`src/core/lcd_setup_pkg.sv`:
```
package lcd_setup_pkg;
	// instruction select lines: {io_sel1, io_sel2, rw}
	localparam logic [2:0] SEL_INSTR_WRITE  = 3'h0;
	localparam logic [2:0] SEL_STATUS_READ  = 3'h1;
	localparam logic [2:0] SEL_DATA_WRITE   = 3'h2;
	localparam logic [2:0] SEL_DATA_READ    = 3'h3;
	// opcode prefixes on the upper data lines
	localparam logic [1:0] FUNC_PREFIX      = 2'h3;
	localparam logic [1:0] STEP_PREFIX      = 2'h1;
	localparam int         FUNC_PFX_HI      = 7;
	localparam int         FUNC_PFX_LO      = 6;
	// function setup field positions
	localparam int         FLD_WIDTH        = 5;
	localparam int         FLD_FONT         = 4;
	localparam int         FLD_DUTY_HI      = 3;
	localparam int         FLD_DUTY_LO      = 2;
	localparam int         FLD_PART_HI      = 1;
	localparam int         FLD_PART_LO      = 0;
	// step rule field positions
	localparam int         FLD_CSR_DIR      = 5;
	localparam int         FLD_CSR_W        = 4;
	localparam int         FLD_CSR_R        = 3;
	localparam int         FLD_DSP_DIR      = 2;
	localparam int         FLD_DSP_W        = 1;
	localparam int         FLD_DSP_R        = 0;
	// status byte positions
	localparam int         ST_BUSY_HI       = 7;
	localparam int         ST_PHASE_HI      = 6;
	localparam int         ST_BUSY_LO       = 3;
	localparam int         ST_PHASE_LO      = 2;
	// reset values
	localparam logic       RST_WIDTH        = 1'b1;
	localparam logic       RST_FONT         = 1'b1;
	localparam logic [1:0] RST_DUTY         = 2'h0;
	localparam logic [1:0] RST_PART         = 2'h0;
	localparam logic [5:0] RST_STEP         = 6'h00;
	localparam logic [7:0] RST_ADDR         = 8'h00;
	localparam logic [7:0] ADDR_ONE         = 8'h01;
	// duty encodings
	localparam logic [1:0] DUTY_ONE_LINE    = 2'h0;
	localparam logic [1:0] DUTY_TWO_LINE    = 2'h1;
	localparam logic [1:0] DUTY_FOUR_LINE   = 2'h2;
	// geometry results
	localparam logic [3:0] GLYPH_ROWS_8     = 4'h8;
	localparam logic [3:0] GLYPH_ROWS_12    = 4'hc;
	localparam logic [2:0] LINES_1          = 3'h1;
	localparam logic [2:0] LINES_2          = 3'h2;
	localparam logic [2:0] LINES_4          = 3'h4;
	localparam logic [5:0] DUTY_DIV_8       = 6'h08;
	localparam logic [8:0] TEXT_WORDS_BASE  = 9'h100;
	localparam logic [8:0] GLYPH_WORDS_STEP = 9'h020;
	localparam logic [3:0] CHARS_STEP_8     = 4'h4;
	localparam logic [3:0] CHARS_STEP_12    = 4'h2;

	typedef enum logic [1:0]
	{
		PHASE_HIGH = 2'b01,
		PHASE_LOW  = 2'b10
	} nibble_phase_t;
endpackage

```
`src/core/lcd_function_entry_mode_setup.sv`:
```
// Operation
// - bus width 1: every byte moves once on all eight data lines
// - bus width 0: bytes move as upper then lower nibble on DB7-4
// - glyph height 1: 5x8 cell, 5x7 glyph plus cursor row
// - glyph height 0: 5x12 cell, 5x11 glyph plus cursor row
// - duty field picks one, two or four lines and the duty divisor
// - partition code gives text words 256..160, glyph words 0..96
// - glyph capacity 0/4/8/12 chars at 8 dots, 0/2/4/6 at 12
// - step rule holds separate cursor and origin stepping controls
// - cursor steps after write or read only when that trigger is set
// - origin steps after write or read only when that trigger is set
// - cursor direction 1 decrements, 0 increments, by one
// - origin direction 1 decrements, 0 increments, by one
// - 8-bit status: busy on 7,3, phase low on 6,2, width high
// - 4-bit first status nibble: busy, phase low, width low, height
// - 4-bit second status nibble: busy, phase high, partition bits
// - status reports width bit5, height bit4, partition bits 1-0
// - host-type select high forces status bits 6 and 2 low
module lcd_function_entry_mode_setup
	import lcd_setup_pkg::*;
(
	input  wire logic       clk_in,
	input  wire logic       rst_n_in,
	input  wire logic       strobe_in,
	input  wire logic       io_sel1_in,
	input  wire logic       io_sel2_in,
	input  wire logic       rw_in,
	input  wire logic [7:0] data_in,
	input  wire logic       host_type_in,
	input  wire logic       busy_in,
	output logic      [7:0] data_out,
	output logic      [7:0] data_oe_out,
	output logic            width_8_out,
	output logic            font_8_out,
	output logic      [1:0] duty_out,
	output logic      [1:0] part_out,
	output logic      [7:0] cursor_addr_out,
	output logic      [7:0] origin_addr_out,
	output logic      [3:0] glyph_rows_out,
	output logic      [2:0] lines_out,
	output logic      [5:0] duty_div_out,
	output logic      [8:0] text_words_out,
	output logic      [8:0] glyph_words_out,
	output logic      [3:0] glyph_chars_out
);
	import lcd_setup_pkg::*;

	////////////////////////////////////////////////////////////////////////////////
	// pin synchronisers
	logic [1:0]  strobe_sync;
	logic [1:0]  host_sync;
	logic [1:0]  busy_sync;
	logic [10:0] bus_s1;
	logic [10:0] bus_s2;
	logic        strobe_prev;

	always_ff @(posedge clk_in or negedge rst_n_in)
	begin
		if (!rst_n_in)
		begin
			strobe_sync <= 2'h0;
			host_sync   <= 2'h0;
			busy_sync   <= 2'h0;
			bus_s1      <= 11'h000;
			bus_s2      <= 11'h000;
			strobe_prev <= 1'b0;
		end
		else
		begin
			strobe_sync <= {strobe_sync[0], strobe_in};
			host_sync   <= {host_sync[0], host_type_in};
			busy_sync   <= {busy_sync[0], busy_in};
			bus_s1      <= {io_sel1_in, io_sel2_in, rw_in, data_in};
			bus_s2      <= bus_s1;
			strobe_prev <= strobe_sync[1];
		end
	end

	// transfer taken on the falling edge of the synchronised strobe
	logic       xfer;
	logic [2:0] sel;
	logic [7:0] bus_data;
	assign xfer     = strobe_prev & ~strobe_sync[1];
	assign sel      = bus_s2[10:8];
	assign bus_data = bus_s2[7:0];

	function automatic logic [7:0] step_addr(input logic [7:0] a, input logic dir);
		step_addr = dir ? 8'(a - ADDR_ONE) : 8'(a + ADDR_ONE);
	endfunction

	////////////////////////////////////////////////////////////////////////////////
	// settings, nibble assembly and address stepping
	logic          width_8, next_width_8;
	logic          font_8, next_font_8;
	logic [1:0]    duty, next_duty;
	logic [1:0]    part, next_part;
	logic [5:0]    step_rule, next_step_rule;
	logic [7:0]    cursor_addr, next_cursor_addr;
	logic [7:0]    origin_addr, next_origin_addr;
	logic [3:0]    nib_hold, next_nib_hold;
	nibble_phase_t phase, next_phase;
	logic [7:0]    byte_val;
	logic          byte_done;

	always_comb
	begin
		next_width_8     = width_8;
		next_font_8      = font_8;
		next_duty        = duty;
		next_part        = part;
		next_step_rule   = step_rule;
		next_cursor_addr = cursor_addr;
		next_origin_addr = origin_addr;
		next_nib_hold    = nib_hold;
		next_phase       = phase;
		byte_val         = bus_data;
		byte_done        = 1'b0;
		if (xfer)
		begin
			if (width_8)
			begin
				byte_done = 1'b1;
				next_phase = PHASE_HIGH;
			end
			else
			begin
				// only DB7-4 carry data; upper nibble first
				case (phase)
					PHASE_HIGH:
					begin
						next_nib_hold = bus_data[7:4];
						next_phase    = PHASE_LOW;
					end
					PHASE_LOW:
					begin
						byte_val   = {nib_hold, bus_data[7:4]};
						byte_done  = 1'b1;
						next_phase = PHASE_HIGH;
					end
					default: next_phase = PHASE_HIGH;
				endcase
			end
		end
		if (byte_done)
		begin
			case (sel)
				SEL_INSTR_WRITE:
				begin
					if (byte_val[FUNC_PFX_HI:FUNC_PFX_LO] == FUNC_PREFIX)
					begin
						next_width_8 = byte_val[FLD_WIDTH];
						next_font_8  = byte_val[FLD_FONT];
						next_duty    = byte_val[FLD_DUTY_HI:FLD_DUTY_LO];
						next_part    = byte_val[FLD_PART_HI:FLD_PART_LO];
						// new width takes effect from a clean upper nibble
						next_phase   = PHASE_HIGH;
					end
					else if (byte_val[FUNC_PFX_HI:FUNC_PFX_LO] == STEP_PREFIX)
						next_step_rule = byte_val[FLD_CSR_DIR:FLD_DSP_R];
				end
				SEL_DATA_WRITE:
				begin
					if (step_rule[FLD_CSR_W])
						next_cursor_addr = step_addr(cursor_addr, step_rule[FLD_CSR_DIR]);
					if (step_rule[FLD_DSP_W])
						next_origin_addr = step_addr(origin_addr, step_rule[FLD_DSP_DIR]);
				end
				SEL_DATA_READ:
				begin
					if (step_rule[FLD_CSR_R])
						next_cursor_addr = step_addr(cursor_addr, step_rule[FLD_CSR_DIR]);
					if (step_rule[FLD_DSP_R])
						next_origin_addr = step_addr(origin_addr, step_rule[FLD_DSP_DIR]);
				end
				default: ;
			endcase
		end
	end

	always_ff @(posedge clk_in or negedge rst_n_in)
	begin
		if (!rst_n_in)
		begin
			width_8     <= RST_WIDTH;
			font_8      <= RST_FONT;
			duty        <= RST_DUTY;
			part        <= RST_PART;
			step_rule   <= RST_STEP;
			cursor_addr <= RST_ADDR;
			origin_addr <= RST_ADDR;
			nib_hold    <= 4'h0;
			phase       <= PHASE_HIGH;
		end
		else
		begin
			width_8     <= next_width_8;
			font_8      <= next_font_8;
			duty        <= next_duty;
			part        <= next_part;
			step_rule   <= next_step_rule;
			cursor_addr <= next_cursor_addr;
			origin_addr <= next_origin_addr;
			nib_hold    <= next_nib_hold;
			phase       <= next_phase;
		end
	end

	////////////////////////////////////////////////////////////////////////////////
	// status read drive; data read bytes belong to the memory path, not here
	logic [7:0] data_q, next_data_q;
	logic [7:0] oe_q, next_oe_q;
	logic       phase_flag;
	logic       rd_sel;

	always_comb
	begin
		rd_sel      = (sel == SEL_STATUS_READ) && bus_s2[8];
		next_data_q = 8'h00;
		next_oe_q   = 8'h00;
		// phase flag marks the second nibble; forced low for the alternate host
		phase_flag  = !width_8 && phase == PHASE_LOW && !host_sync[1];
		if (rd_sel && strobe_sync[1])
		begin
			next_oe_q = width_8 ? 8'hff : 8'hf0;
			if (width_8)
			begin
				next_data_q[ST_BUSY_HI]  = busy_sync[1];
				next_data_q[ST_BUSY_LO]  = busy_sync[1];
				next_data_q[FLD_WIDTH]   = 1'b1;
				next_data_q[FLD_FONT]    = font_8;
				next_data_q[FLD_PART_HI:FLD_PART_LO] = part;
			end
			else if (phase == PHASE_HIGH)
			begin
				next_data_q[ST_BUSY_HI]  = busy_sync[1];
				next_data_q[FLD_WIDTH]   = 1'b0;
				next_data_q[FLD_FONT]    = font_8;
			end
			else
			begin
				next_data_q[ST_BUSY_HI]  = busy_sync[1];
				next_data_q[ST_PHASE_HI] = phase_flag;
				next_data_q[FLD_WIDTH]   = part[1];
				next_data_q[FLD_FONT]    = part[0];
			end
		end
	end

	always_ff @(posedge clk_in or negedge rst_n_in)
	begin
		if (!rst_n_in)
		begin
			data_q <= 8'h00;
			oe_q   <= 8'h00;
		end
		else
		begin
			data_q <= next_data_q;
			oe_q   <= next_oe_q;
		end
	end

	////////////////////////////////////////////////////////////////////////////////
	// registered outputs
	logic [3:0] g_rows;
	logic [2:0] g_lines;
	logic [5:0] g_div;
	logic [8:0] g_text;
	logic [8:0] g_glyph;
	logic [3:0] g_chars;

	lcd_geometry geometry_u
	(
		.font_8_in       (font_8),
		.duty_in         (duty),
		.part_in         (part),
		.glyph_rows_out  (g_rows),
		.lines_out       (g_lines),
		.duty_div_out    (g_div),
		.text_words_out  (g_text),
		.glyph_words_out (g_glyph),
		.glyph_chars_out (g_chars)
	);

	always_ff @(posedge clk_in or negedge rst_n_in)
	begin
		if (!rst_n_in)
		begin
			glyph_rows_out  <= GLYPH_ROWS_8;
			lines_out       <= LINES_1;
			duty_div_out    <= DUTY_DIV_8;
			text_words_out  <= TEXT_WORDS_BASE;
			glyph_words_out <= 9'h000;
			glyph_chars_out <= 4'h0;
		end
		else
		begin
			glyph_rows_out  <= g_rows;
			lines_out       <= g_lines;
			duty_div_out    <= g_div;
			text_words_out  <= g_text;
			glyph_words_out <= g_glyph;
			glyph_chars_out <= g_chars;
		end
	end

	assign data_out        = data_q;
	assign data_oe_out     = oe_q;
	assign width_8_out     = width_8;
	assign font_8_out      = font_8;
	assign duty_out        = duty;
	assign part_out        = part;
	assign cursor_addr_out = cursor_addr;
	assign origin_addr_out = origin_addr;
endmodule

```
`src/core/lcd_geometry.sv`:
```
module lcd_geometry
	import lcd_setup_pkg::*;
(
	input  wire logic       font_8_in,
	input  wire logic [1:0] duty_in,
	input  wire logic [1:0] part_in,
	output logic      [3:0] glyph_rows_out,
	output logic      [2:0] lines_out,
	output logic      [5:0] duty_div_out,
	output logic      [8:0] text_words_out,
	output logic      [8:0] glyph_words_out,
	output logic      [3:0] glyph_chars_out
);
	logic [8:0] part_ext;

	always_comb
	begin
		part_ext = {7'h00, part_in};
		// cell height: 5x7 + cursor row, or 5x11 + cursor row
		glyph_rows_out = font_8_in ? GLYPH_ROWS_8 : GLYPH_ROWS_12;
		case (duty_in)
			DUTY_ONE_LINE:  lines_out = LINES_1;
			DUTY_TWO_LINE:  lines_out = LINES_2;
			DUTY_FOUR_LINE: lines_out = LINES_4;
			default:        lines_out = LINES_1;
		endcase
		// duty divisor = lines x cell rows (8,16,32 or 12,24,48)
		// widen both factors first: a 4-bit product would lose 16, 24, 32 and 48
		duty_div_out = 6'(lines_out) * 6'(glyph_rows_out);
		text_words_out  = 9'(TEXT_WORDS_BASE - part_ext * GLYPH_WORDS_STEP);
		glyph_words_out = 9'(part_ext * GLYPH_WORDS_STEP);
		glyph_chars_out = 4'(part_in * (font_8_in ? CHARS_STEP_8 : CHARS_STEP_12));
	end
endmodule

```
`config.mk`:
```
export PLATFORM = sky130hd
export DESIGN_NAME = lcd_function_entry_mode_setup
export DESIGN_NICKNAME = d
export VERILOG_FILES = /design/src/core/lcd_setup_pkg.sv /design/src/core/lcd_function_entry_mode_setup.sv /design/src/core/lcd_geometry.sv
export SDC_FILE = /design/constraint.sdc
export NUM_CORES = 1
export LEC_CHECK = 0
export CAP_MARGIN = 25
export CORE_MARGIN = 2
export CORE_UTILIZATION = 50
export DETAILED_ROUTE_END_ITERATION = 12
export DONT_BUFFER_PORTS = 1
export SLEW_MARGIN = 0
export SYNTH_ARGS = -nofsm -noshare
export SYNTH_HDL_FRONTEND = slang
export SYNTH_SLANG_ARGS = --single-unit
```
`constraint.sdc`:
```
create_clock -name clk_in -period 6.1 [get_ports clk_in]
set_clock_uncertainty 0.1 [all_clocks]
set_input_delay 0.305 -clock clk_in [delete_from_list [all_inputs] [get_ports clk_in]]
set_output_delay 0.305 -clock clk_in [all_outputs]
set_load 0.02 [all_outputs]
```
==> out/qor.csv, run 1 <==
stage,metric,value,unit
outcome,status,finished clean,
logic_synthesis,ys_seq_area_share,57.8,%
floorplan,die_y,91.4,um
placed_design,dp_hpwl,4100,um
logic_synthesis,syn_area,3820,um^2
timing,worst_slew_pin_slew,719,ps
timing,tns,0,ps
critical_path,critPathLaunchType,register,
global_route,overflow,0,
final_layout,syn_to_final_growth,9.49,%
critical_path,crit_slowest_cell,dfstp_2,
floorplan,fp.coreArea,7330,um^2
floorplan,io_pins,89,
critical_path,end_kind,register,
final_layout,fillers,600,
power_and_ir_drop,power_frac_comb,8.5,%
global_route,antenna_found_initial,0,
logic_synthesis,ys_seq_elements,88,
power_and_ir_drop,p_int,0.000876,W
timing,rsz0062_at_grt,no,
detailed_routing,met2WireLength,2580,um
floorplan,die_x,91.4,um
detailed_routing,routedWlPerCell,14.4,um
final_layout,n_antenna_cell,0,
critical_path,cp_data_required_time,6250,ps
job,drv_cap,0,
power_and_ir_drop,p_leak,2.03,nW
detailed_routing,wl_met1,2850,um
detailed_routing,drtAntennaViolNets,0,
power_and_ir_drop,p_switching,0.000319,W
critical_path,path_max_fanout,15,
timing,max_slew_margin,52.1,%
power_and_ir_drop,power_density,286,nW/um^2
detailed_routing,topRoutingLayerUsed,met4,
clock_network,cts_inserted_buffers,9,
power_and_ir_drop,clockPowerShare,35.4,%
critical_path,worst-endpoint-arrival,2330,ps
global_route,grt_max_degree,89,
placed_design,place.port_buffers,0,
detailed_routing,vias,2082,
critical_path,crit_type,reg -> reg,
global_route,grt_pass1_vias,2109,
critical_path,cp_slowest_stage_delay,740,ps
detailed_routing,met3RoutedLength,395,um
floorplan,rows,31,
clock_network,ctsResizeCount,0,
timing,finalMaxSlewViolations,0,
clock_network,clk_pin_slew,90,ps
power_and_ir_drop,power,0.00120,W
clock_network,cts_tree,done,
clock_network,htreeDepth,3,
power_and_ir_drop,swShare,26.7,%
detailed_routing,dr.pass1.iters,2,
logic_synthesis,yosysWarnings,0,
detailed_routing,drt-initial-drc-count,45,
power_and_ir_drop,seq_power_share,56.1,%
timing,fin_crit,2180,ps
placed_design,gp_congestion,0.760,
critical_path,crit_family,simple AND/OR/NAND/NOR gates,
global_route,globalRouteTotalUtil,15.5,%
logic_synthesis,yosys_most_used_dff,dfrtp_1,
logic_synthesis,synthCells,296,
clock_network,clk_latency,360,ps
floorplan,die_area,8360,um^2
logic_synthesis,synth_cell_types,41,
critical_path,worstPathCellList,nand3b_4 -> mux2i_1 -> and4bb_1 -> mux2_4,
clock_network,clock_sinks,88,
critical_path,path_buf_inv,0,
final_layout,finalNetCount,345,
clock_network,root_buffer,clkbuf_8,
timing,setup_viol_count_final,0,
worst_hold_path,hp-class,reg -> reg,
power_and_ir_drop,peakVddDrop,0.169,mV
logic_synthesis,synth_area_per_cell,12.9,um^2
logic_synthesis,synthArstFlopShare,100,%
floorplan,initial_core_util,52.1,%
timing,min_period_over_period,35.8,%
final_layout,final_layout_size_suffix_gt1_share,16.8,%
clock_network,cts_max_path_buffers,2,
global_route,grt_pass1_wl,10200,um
timing,hold_viol,0,
logic_synthesis,synth-edff-count,0,
timing,fmax,0.458,GHz
detailed_routing,via_per_inst,5.03,
detailed_routing,drc,0,
detailed_routing,wirelength,5980,um
-- routing by layer --
layer | up-vias | global-route usage (%)
li1 | 1002 | -
met5 | - | 0
met3 | 15 | 4.23
met2 | 76 | 22.7
met1 | 989 | 20.9
met4 | 0 | 8.33
-- worst register-to-register path, delay by kind of cell, from the launching register on --
kind	cells	cell delay, ps
multiplexers	2	450
AND/OR/NAND/NOR	2	780
flip-flops	1	740
-- timing repair --
| item | CTS | global route |
|---|---|---|
| endpoints found under the setup margin | 0 | 0 |
| buffers inserted | 0 | 0 |
| hold buffers | 16 | 0 |
| endpoints found under the hold margin | 102 | 0 |
-- Yosys cell counts, types with 6 or more instances --
cell	instances	share of area (%)
o21a_1	8	1.6
ha_1	17	5.6
dfrtp_1	82	54
a211oi_1	6	1.2
mux2_2	18	5.3
buf_4	27	5.3
nand2_1	12	1.2
xnor2_1	6	1.4
inv_1	15	1.5
mux2_4	6	2.4
dfstp_2	6	4.1
o21ai_0	17	2.2
nor2_1	12	1.2
-- worst paths after layout --
path                                      from                 end  slack (ps)  cells past startpoint
worst max-delay path               width_8_out         duty_out[1]        3920                      4
worst min-delay path            strobe_sync[0]      strobe_sync[1]         250                      0
worst max register to register     width_8_out         duty_out[1]        3920                      4
worst min register to register  strobe_sync[0]      strobe_sync[1]         250                      0
max in group asynchronous             rst_n_in          font_8_out        5150                      2
min in group asynchronous             rst_n_in  origin_addr_out[0]         400                      2
-- metrics by stage --
step                      hold slack, ps  setup slack, ps  instance area [um^2]  utilization [%]  cells
after global placement             -88.6             3970                  3780             51.5    379
after CTS                            256             3910                  4180             57.0    413
final                                253             3920                  4190             57.1    414
after global routing                 264             3770                  4190             57.1    414
after detailed placement           -88.6             3910                  3790             51.7    381
after floorplan                    -90.6             4150                  3890                -    313
-- registers in the layout (all words and copies together) (netlist names), 2 cells and up --
name             count
origin_addr_out      8
bus_s2              11
glyph_chars_out      3
phase                2
duty_div_out         4
strobe_sync          2
nib_hold             4
text_words_out       3
bus_s1              11
data_out             7
cursor_addr_out      8
lines_out            3
data_oe_out          2
busy_sync            2
duty_out             2
host_sync            2
step_rule            6
part_out             2
glyph_words_out      2
-- kinds of logic (layout without fill, tap and decap cells) --
kind of cell / after synthesis / in the layout / share of synthesized area (%)
compound gates: 52 / 52 / 9.17
xor+xnor: 11 / 11 / 2.52
fa+ha+maj: 19 / 19 / 6.61
buf+inv: 48 / 50 / 7.56
flops: 88 / 88 / 57.8
mux: 28 / 28 / 8.71
other cells: 2 / 19 / 0.196
simple gates: 48 / 48 / 7.43
-- power groups by stage --
stage / Sequential (W) / Combinational [W] / Clock [W]
after floorplan: 0.000672 / 0.0000855 / 0
after global placement: 0.000683 / 0.0000800 / 0
after detailed placement: 0.000683 / 0.0000823 / 0
after CTS: 0.000672 / 0.000104 / 0.000437
after global routing: 0.000677 / 0.000114 / 0.000464
final: 0.000671 / 0.000102 / 0.000423
-- cell usage in the layout, fill, tap and decap left out, types with 5 or more instances in the layout --
| cell type | instances |
|---|---|
| mux2_4 | 6 |
| conb_1 | 19 |
| inv_1 | 15 |
| xor2_1 | 5 |
| dlygate4sd3_1 | 15 |
| o21ai_0 | 17 |
| xnor2_1 | 6 |
| nor2b_1 | 5 |
| dfrtp_1 | 82 |
| mux2_2 | 18 |
| ha_1 | 17 |
| o21a_1 | 8 |
| clkbuf_8 | 9 |
| dfstp_2 | 6 |
| a211oi_1 | 6 |
| nor2_1 | 12 |
| nand2_1 | 12 |
-- area by class of cell --
class | instances | area, um^2 | area share, %
inverter | 15 | 56.3 | 1.35
multi-input combinational | 177 | 1390 | 33.2
sequential | 88 | 2210 | 52.8
clock buffer | 9 | 124 | 2.96
tap | 99 | 124 | 2.96
clock inverter | 7 | 86.3 | 2.06
timing repair buffer | 19 | 198 | 4.72
(Power assumes the default switching activity.)
==> run 2: changes to the inputs <==
ABC_AREA = 1   (was unset)
PLACE_DENSITY = 0.68   (was unset)
clock period = 1.8 ns   (was 6.1 ns; I/O delays follow)
==> out/qor.csv, run 2 <==
stage,metric,value,unit,change
critical_path,crit_type,reg -> reg,,
floorplan,die_x,93.9,um,+2.6%
global_route,grt_max_degree,89,,unchanged
final_layout,area.sequential,2210,um^2,+0.17%
power_and_ir_drop,peakVddDrop,0.509,mV,+200%
detailed_routing,via_per_inst,4.74,,-5.7%
final_layout,layout_common_cells,"nand2_1, dfrtp_1, inv_1",,
floorplan,fp.coreArea,7770,um^2,+6.0%
clock_network,htreeDepth,3,,unchanged
global_route,globalRouteTotalUtil,16.7,%,+1.2 points
final_layout,final_layout_size_suffix_gt1_share,17.0,%,+0.13 points
logic_synthesis,synthArstFlopShare,100,%,unchanged
logic_synthesis,synthCells,421,,+42%
clock_network,clk_pin_slew,90,ps,about the same
placed_design,gp_congestion,0.819,,+7.7%
critical_path,worst-endpoint-arrival,1870,ps,-460 ps
final_layout,multi_input_comb_area,1500,um^2,+7.9%
power_and_ir_drop,p_leak,2.37,nW,+17%
worst_hold_path,hp-class,in -> async,,
critical_path,critPathLaunchType,register,,
logic_synthesis,syn_area,4040,um^2,+5.6%
final_layout,top_regs,"bus_s1: 11 flops, bus_s2: 11 flops",,
logic_synthesis,synth-edff-count,0,,unchanged
detailed_routing,drc,0,,unchanged
final_layout,fillers,689,,+15%
logic_synthesis,ys_seq_elements,88,,unchanged
timing,rsz0062_at_grt,yes,,
placed_design,place.port_buffers,0,,unchanged
final_layout,final_cells,562,,+36%
floorplan,rows,32,,+3.2%
floorplan,die_area,8810,um^2,+5.4%
logic_synthesis,ys_seq_area_share,54.7,%,-3.1 points
logic_synthesis,synth_most_common_cell,nand2_1,,
clock_network,clock_sinks,88,,unchanged
logic_synthesis,synth_area_leaders,"dfrtp_1, nand2_1, ha_1",,
critical_path,end_kind,register,,
global_route,grt_pass1_vias,2526,,+20%
detailed_routing,routedWlPerCell,12.2,um,-15%
global_route,overflow,0,,unchanged
detailed_routing,dr.pass1.iters,4,,+2
final_layout,final_util,59.0,%,+1.9 points
logic_synthesis,yosysWarnings,0,,unchanged
critical_path,cp_data_required_time,1940,ps,-4310 ps
timing,fmax,0.577,GHz,+26%
detailed_routing,drt-initial-drc-count,92,,+100%
final_layout,finalNetCount,490,,+42%
timing,finalMaxSlewViolations,0,,unchanged
timing,max_slew_margin,52.5,%,+0.42 points
final_layout,mostFrequentLayoutCell,nand2_1,,
logic_synthesis,synth_top_area_share,50.8,%,-2.8 points
detailed_routing,vias,2664,,+28%
detailed_routing,wirelength,6870,um,+15%
global_route,antenna_found_initial,0,,unchanged
timing,min_period_over_period,96.2,%,+60 points
logic_synthesis,synth_cell_types,32,,-22%
clock_network,clk_latency,350,ps,about the same
clock_network,cts_max_path_buffers,2,,unchanged
detailed_routing,drtAntennaViolNets,0,,unchanged
placed_design,dp.cells,530,,+39%
outcome,violations,hold timing,,
global_route,grt_pass1_wl,11400,um,+11%
job,drv_cap,0,,unchanged
final_layout,n_antenna_cell,0,,unchanged
logic_synthesis,yosysTopAreaCell,dfrtp_1,,
final_layout,syn_to_final_growth,13.5,%,
clock_network,root_buffer,clkbuf_8,,
clock_network,cts_tree,done,,
timing,worst_slew_pin_slew,713,ps,-6.24 ps
logic_synthesis,yosys-top-cells-count,"nand2_1, dfrtp_1, inv_1, buf_4, nand3_1",,
floorplan,die_y,93.9,um,+2.6%
logic_synthesis,yosys_most_used_dff,dfrtp_1,,
timing,setup_viol_count_final,0,,unchanged
placed_design,dp_hpwl,4860,um,+19%
critical_path,path_max_fanout,3,,-12
outcome,status,"complete, but fails checks",,
power_and_ir_drop,power_density,920,nW/um^2,+220%
timing,finalHoldWorstSlack,-672,ps,-925 ps
floorplan,io_pins,89,,unchanged
floorplan,initial_core_util,52.0,%,-0.18 points
clock_network,cts_hold_buf,14,,-2
logic_synthesis,synth_area_per_cell,9.59,um^2,-26%
timing,fin_crit,1730,ps,-449 ps
clock_network,cts_inserted_buffers,9,,unchanged
timing,hold_viol,88,,+88
run 2: cell families (layout without fill, tap and decap cells):
family,Yosys count,count (layout),synth area share [%]
adders and majority gates,19,19,6.26
other,2,19,0.186
AOI/OAI and AO/OA,33,33,4.53
DFF,88,88,54.7
xor gates and xnor gates,12,12,2.60
buffers and inverters,83,105,10.9
and+or+nand+nor,184,184,20.8
run 2: worst max-delay path, cell delays in order (launching register included):
cell and delay (ps):
dfrtp_2 420, inv_1 60, ha_2 180, inv_1 60, nor2_1 90, ha_1 240
ha_2 200, xnor2_2 130, xor2_1 160
run 2: area by class of cell:
type | count | share of cell area, %
Multi-Input combinational cell | 267 | 32.7
Sequential cell | 88 | 48.3
Clock inverter | 6 | 1.97
Clock buffer | 10 | 3.00
Inverter | 50 | 4.10
Tap cell | 102 | 2.79
Timing Repair Buffer | 39 | 7.15
run 2: power by group:
part	total, W	switching (W)	internal, W
sequential	0.00227	0.000137	0.00213
combinational	0.000432	0.000273	0.000159
clock	0.00151	0.000685	0.000827
total	0.00421	0.00109	0.00312
run 2: path summary, 6_finish.rpt:
kind	cells after the start	end	slack, ps	start
max	8	duty_div_out[5]	70	duty_out[0]
min	0	bus_s2[6]	-670	rst_n_in
max reg2reg	8	duty_div_out[5]	70	duty_out[0]
min reg2reg	0	bus_s2[2]	250	bus_s1[2]
max in group asynchronous	0	text_words_out[8]	2070	rst_n_in
min in group clk_in	1	bus_s1[6]	190	data_in[6]
run 2: what timing repair did:
action / in CTS / in global routing
hold endpoints to repair: 102 / 88
buffers inserted: 0 / 2
endpoints found under the setup margin: 0 / 14
gates resized for setup: 0 / 10
run 2: through the flow:
stage | worst slack (ps) | TNS [ps] | hold WS [ps] | power (W) | area (um^2)
after floorplan | 26.5 | 0 | -306 | 0.00265 | 4100
after global placement | 89.5 | 0 | -303 | 0.00269 | 4150
after detailed placement | 25.3 | 0 | -303 | 0.00271 | 4150
after CTS | 5.68 | 0 | -695 | 0.00427 | 4520
after global routing | -62.2 | -73.8 | -701 | 0.00444 | 4580
final | 67.9 | 0 | -672 | 0.00421 | 4580
run 2: per-layer routing:
layer	up-vias	track usage [%]	part of all wire, %
met5	-	0	0
met4	0	8.82	2.3
met3	12	4.09	5.2
met2	69	26.8	49
met1	1244	20.8	44
li1	1339	-	-
==> run 3: changes to the inputs <==
BUFFER_PORTS_ARGS = -buffer_cell sky130_fd_sc_hd__buf_4   (was unset)
CORE_UTILIZATION = 49   (was 50)
DONT_BUFFER_PORTS = unset   (was 1)
PLACE_DENSITY = 0.76   (was 0.68)
==> out/qor.csv, run 3 (synthesized netlist as in run 2, its figures left out) <==
stage,metric,value,unit,change
outcome,status,finished clean,,
placed_design,gp_congestion,0.842,,+2.8%
placed_design,place.port_buffers,69,,+69
final_layout,final_layout_size_suffix_gt1_share,28.1,%,+11 points
critical_path,end_kind,register,,
floorplan,initial_core_util,49.9,%,-2.1 points
critical_path,critPathLaunchType,register,,
critical_path,path_max_fanout,4,,+1
global_route,antenna_found_initial,0,,unchanged
power_and_ir_drop,swShare,26.3,%,+0.30 points
floorplan,die_area,8980,um^2,+1.9%
power_and_ir_drop,power_density,877,nW/um^2,-4.6%
global_route,overflow,0,,unchanged
critical_path,crit_top_cell,ha_2,,
critical_path,worstPathCellList,buf_4 -> ha_2 -> ha_1 -> ha_2 -> xnor2_2 -> xor2_1,,
clock_network,clock_sinks,88,,unchanged
clock_network,htreeDepth,3,,unchanged
placed_design,dp_hpwl,5320,um,+9.3%
power_and_ir_drop,p_int,0.00332,W,+6.4%
power_and_ir_drop,peakVddDrop,0.524,mV,+3.0%
clock_network,cts_max_path_buffers,2,,unchanged
final_layout,mostFrequentLayoutCell,nand2_1,,
power_and_ir_drop,seq_power_share,49.3,%,-4.6 points
detailed_routing,drc,0,,unchanged
final_layout,syn_to_final_growth,27.2,%,
timing,rsz0062_at_grt,yes,,
clock_network,cts_tree,done,,
global_route,globalRouteTotalUtil,17.2,%,+0.49 points
critical_path,crit_slowest_cell,dfrtp_2,,
critical_path,worst-endpoint-arrival,1880,ps,about the same
final_layout,top_regs,"bus_s1: 11 flops, bus_s2: 11 flops",,
critical_path,cp_data_required_time,1940,ps,about the same
final_layout,finish.instance_area,5130,um^2,+12%
critical_path,crit_type,reg -> reg,,
final_layout,finalNetCount,550,,+12%
floorplan,fp.coreArea,8090,um^2,+4.2%
timing,hold_viol,0,,-100%
detailed_routing,dr.pass1.iters,4,,unchanged
critical_path,r2r_setup_slack,60,ps,about the same
detailed_routing,routedWlPerCell,11.8,um,-3.4%
power_and_ir_drop,p_leak,2.68,nW,+13%
clock_network,cts_inserted_buffers,9,,unchanged
power_and_ir_drop,p_switching,0.00118,W,+8.1%
global_route,grt_pass1_wl,12100,um,+6.8%
detailed_routing,via_per_inst,4.64,,-2.2%
timing,fmax,0.575,GHz,-0.33%
final_layout,layout_common_cells,"nand2_1, buf_4, dfrtp_1",,
floorplan,die_x,94.8,um,+0.97%
floorplan,io_pins,89,,unchanged
timing,min_period_over_period,96.5,%,+0.32 points
clock_network,clk_latency,350,ps,about the same
critical_path,r2r-start,duty_out[0],,
floorplan,rows,33,,+3.1%
detailed_routing,drtAntennaViolNets,0,,unchanged
power_and_ir_drop,power_frac_comb,14.1,%,+3.8 points
timing,fin_crit,1740,ps,+5.81 ps
placed_design,postPlaceCellArea,4590,um^2,+11%
critical_path,rr_endpoint,duty_div_out[5],,
timing,finalMaxSlewViolations,0,,unchanged
detailed_routing,vias,2897,,+8.7%
critical_path,startpoint,duty_out[0],,
global_route,grt_max_degree,34,,-62%
job,drv_cap,0,,unchanged
timing,setup_viol_count_final,0,,unchanged
floorplan,die_y,94.8,um,+0.97%
clock_network,root_buffer,clkbuf_8,,
clock_network,clk_pin_slew,90,ps,about the same
worst_hold_path,hp-class,in -> async,,
global_route,grt_pass1_vias,2749,,+8.8%
detailed_routing,wirelength,7380,um,+7.5%
critical_path,reg2reg_depth,6,,-2
power_and_ir_drop,power,0.00450,W,+6.9%
final_layout,n_antenna_cell,0,,unchanged
power_and_ir_drop,clockPowerShare,36.6,%,+0.7 points
detailed_routing,drt-initial-drc-count,118,,+28%
critical_path,cp_slowest_stage_delay,440,ps,+20 ps
## run 3: critical path, delay by kind of cell, from the launching register on
| kind | cells | cell delay [ps] |
|---|---|---|
| fa+ha+maj | 3 | 680 |
| xor+xnor | 2 | 270 |
| buf+inv | 1 | 140 |
| flops | 1 | 440 |
## run 3: worst max-delay path by stage
stage                                     to  slack, ps  depth (start not counted)
after global routing            step_rule[3]        -30                          7
after CTS                    duty_div_out[5]          1                          8
after detailed placement     duty_div_out[5]         20                          8
final                        duty_div_out[5]         60                          6
after global placement    origin_addr_out[3]        100                          5
after floorplan           cursor_addr_out[6]         30                          8
## run 3: layer usage
| layer | vias up | track usage, % | routed length (um) |
|---|---|---|---|
| met3 | 14 | 2.23 | 257 |
| met5 | - | 0 | 0 |
| met1 | 1361 | 22.3 | 3280 |
| met2 | 71 | 28.8 | 3680 |
| met4 | 0 | 7.97 | 167 |
| li1 | 1451 | - | - |
## run 3: repair_timing
| action | CTS | global route |
|---|---|---|
| setup endpoints to repair | 1 | 18 |
| hold endpoints to repair | 96 | 0 |
| hold buffers | 15 | 0 |
| pin swaps | 2 | 7 |
| gates resized for setup | 2 | 20 |
| setup buffers | 0 | 5 |
## run 3: per-stage QoR
step           hold WS [ps]  util, %  TNS (ps)  setup WS [ps]  std cells
2_1_floorplan          -306        -         0           26.5        438
3_3_place_gp          -84.5     56.7         0            101        589
3_5_place_dp          -81.4     56.7         0           15.3        589
4_1_cts                77.4     61.7         0           1.08        620
5_1_grt                 103     63.5      -190          -29.5        625
6_report               79.0     63.5         0           62.1        625
## run 3: power by group through the flow
stage          logic, W  registers (W)  clock network (W)
4_1_cts        0.000613        0.00222            0.00167
3_5_place_dp   0.000584        0.00226                  0
5_1_grt        0.000719        0.00224            0.00177
2_1_floorplan  0.000351        0.00230                  0
3_3_place_gp   0.000566        0.00225                  0
6_report       0.000634        0.00222            0.00165
## run 3: cell type report
cell class                      instances  area, um^2
Timing Repair Buffer                   99         797
Sequential cell                        88        2210
Tap cell                              105         131
Multi-Input combinational cell        267        1560
Inverter                               50         188
Fill cell                             661        2960
Clock buffer                            9         124
Clock inverter                          7         125
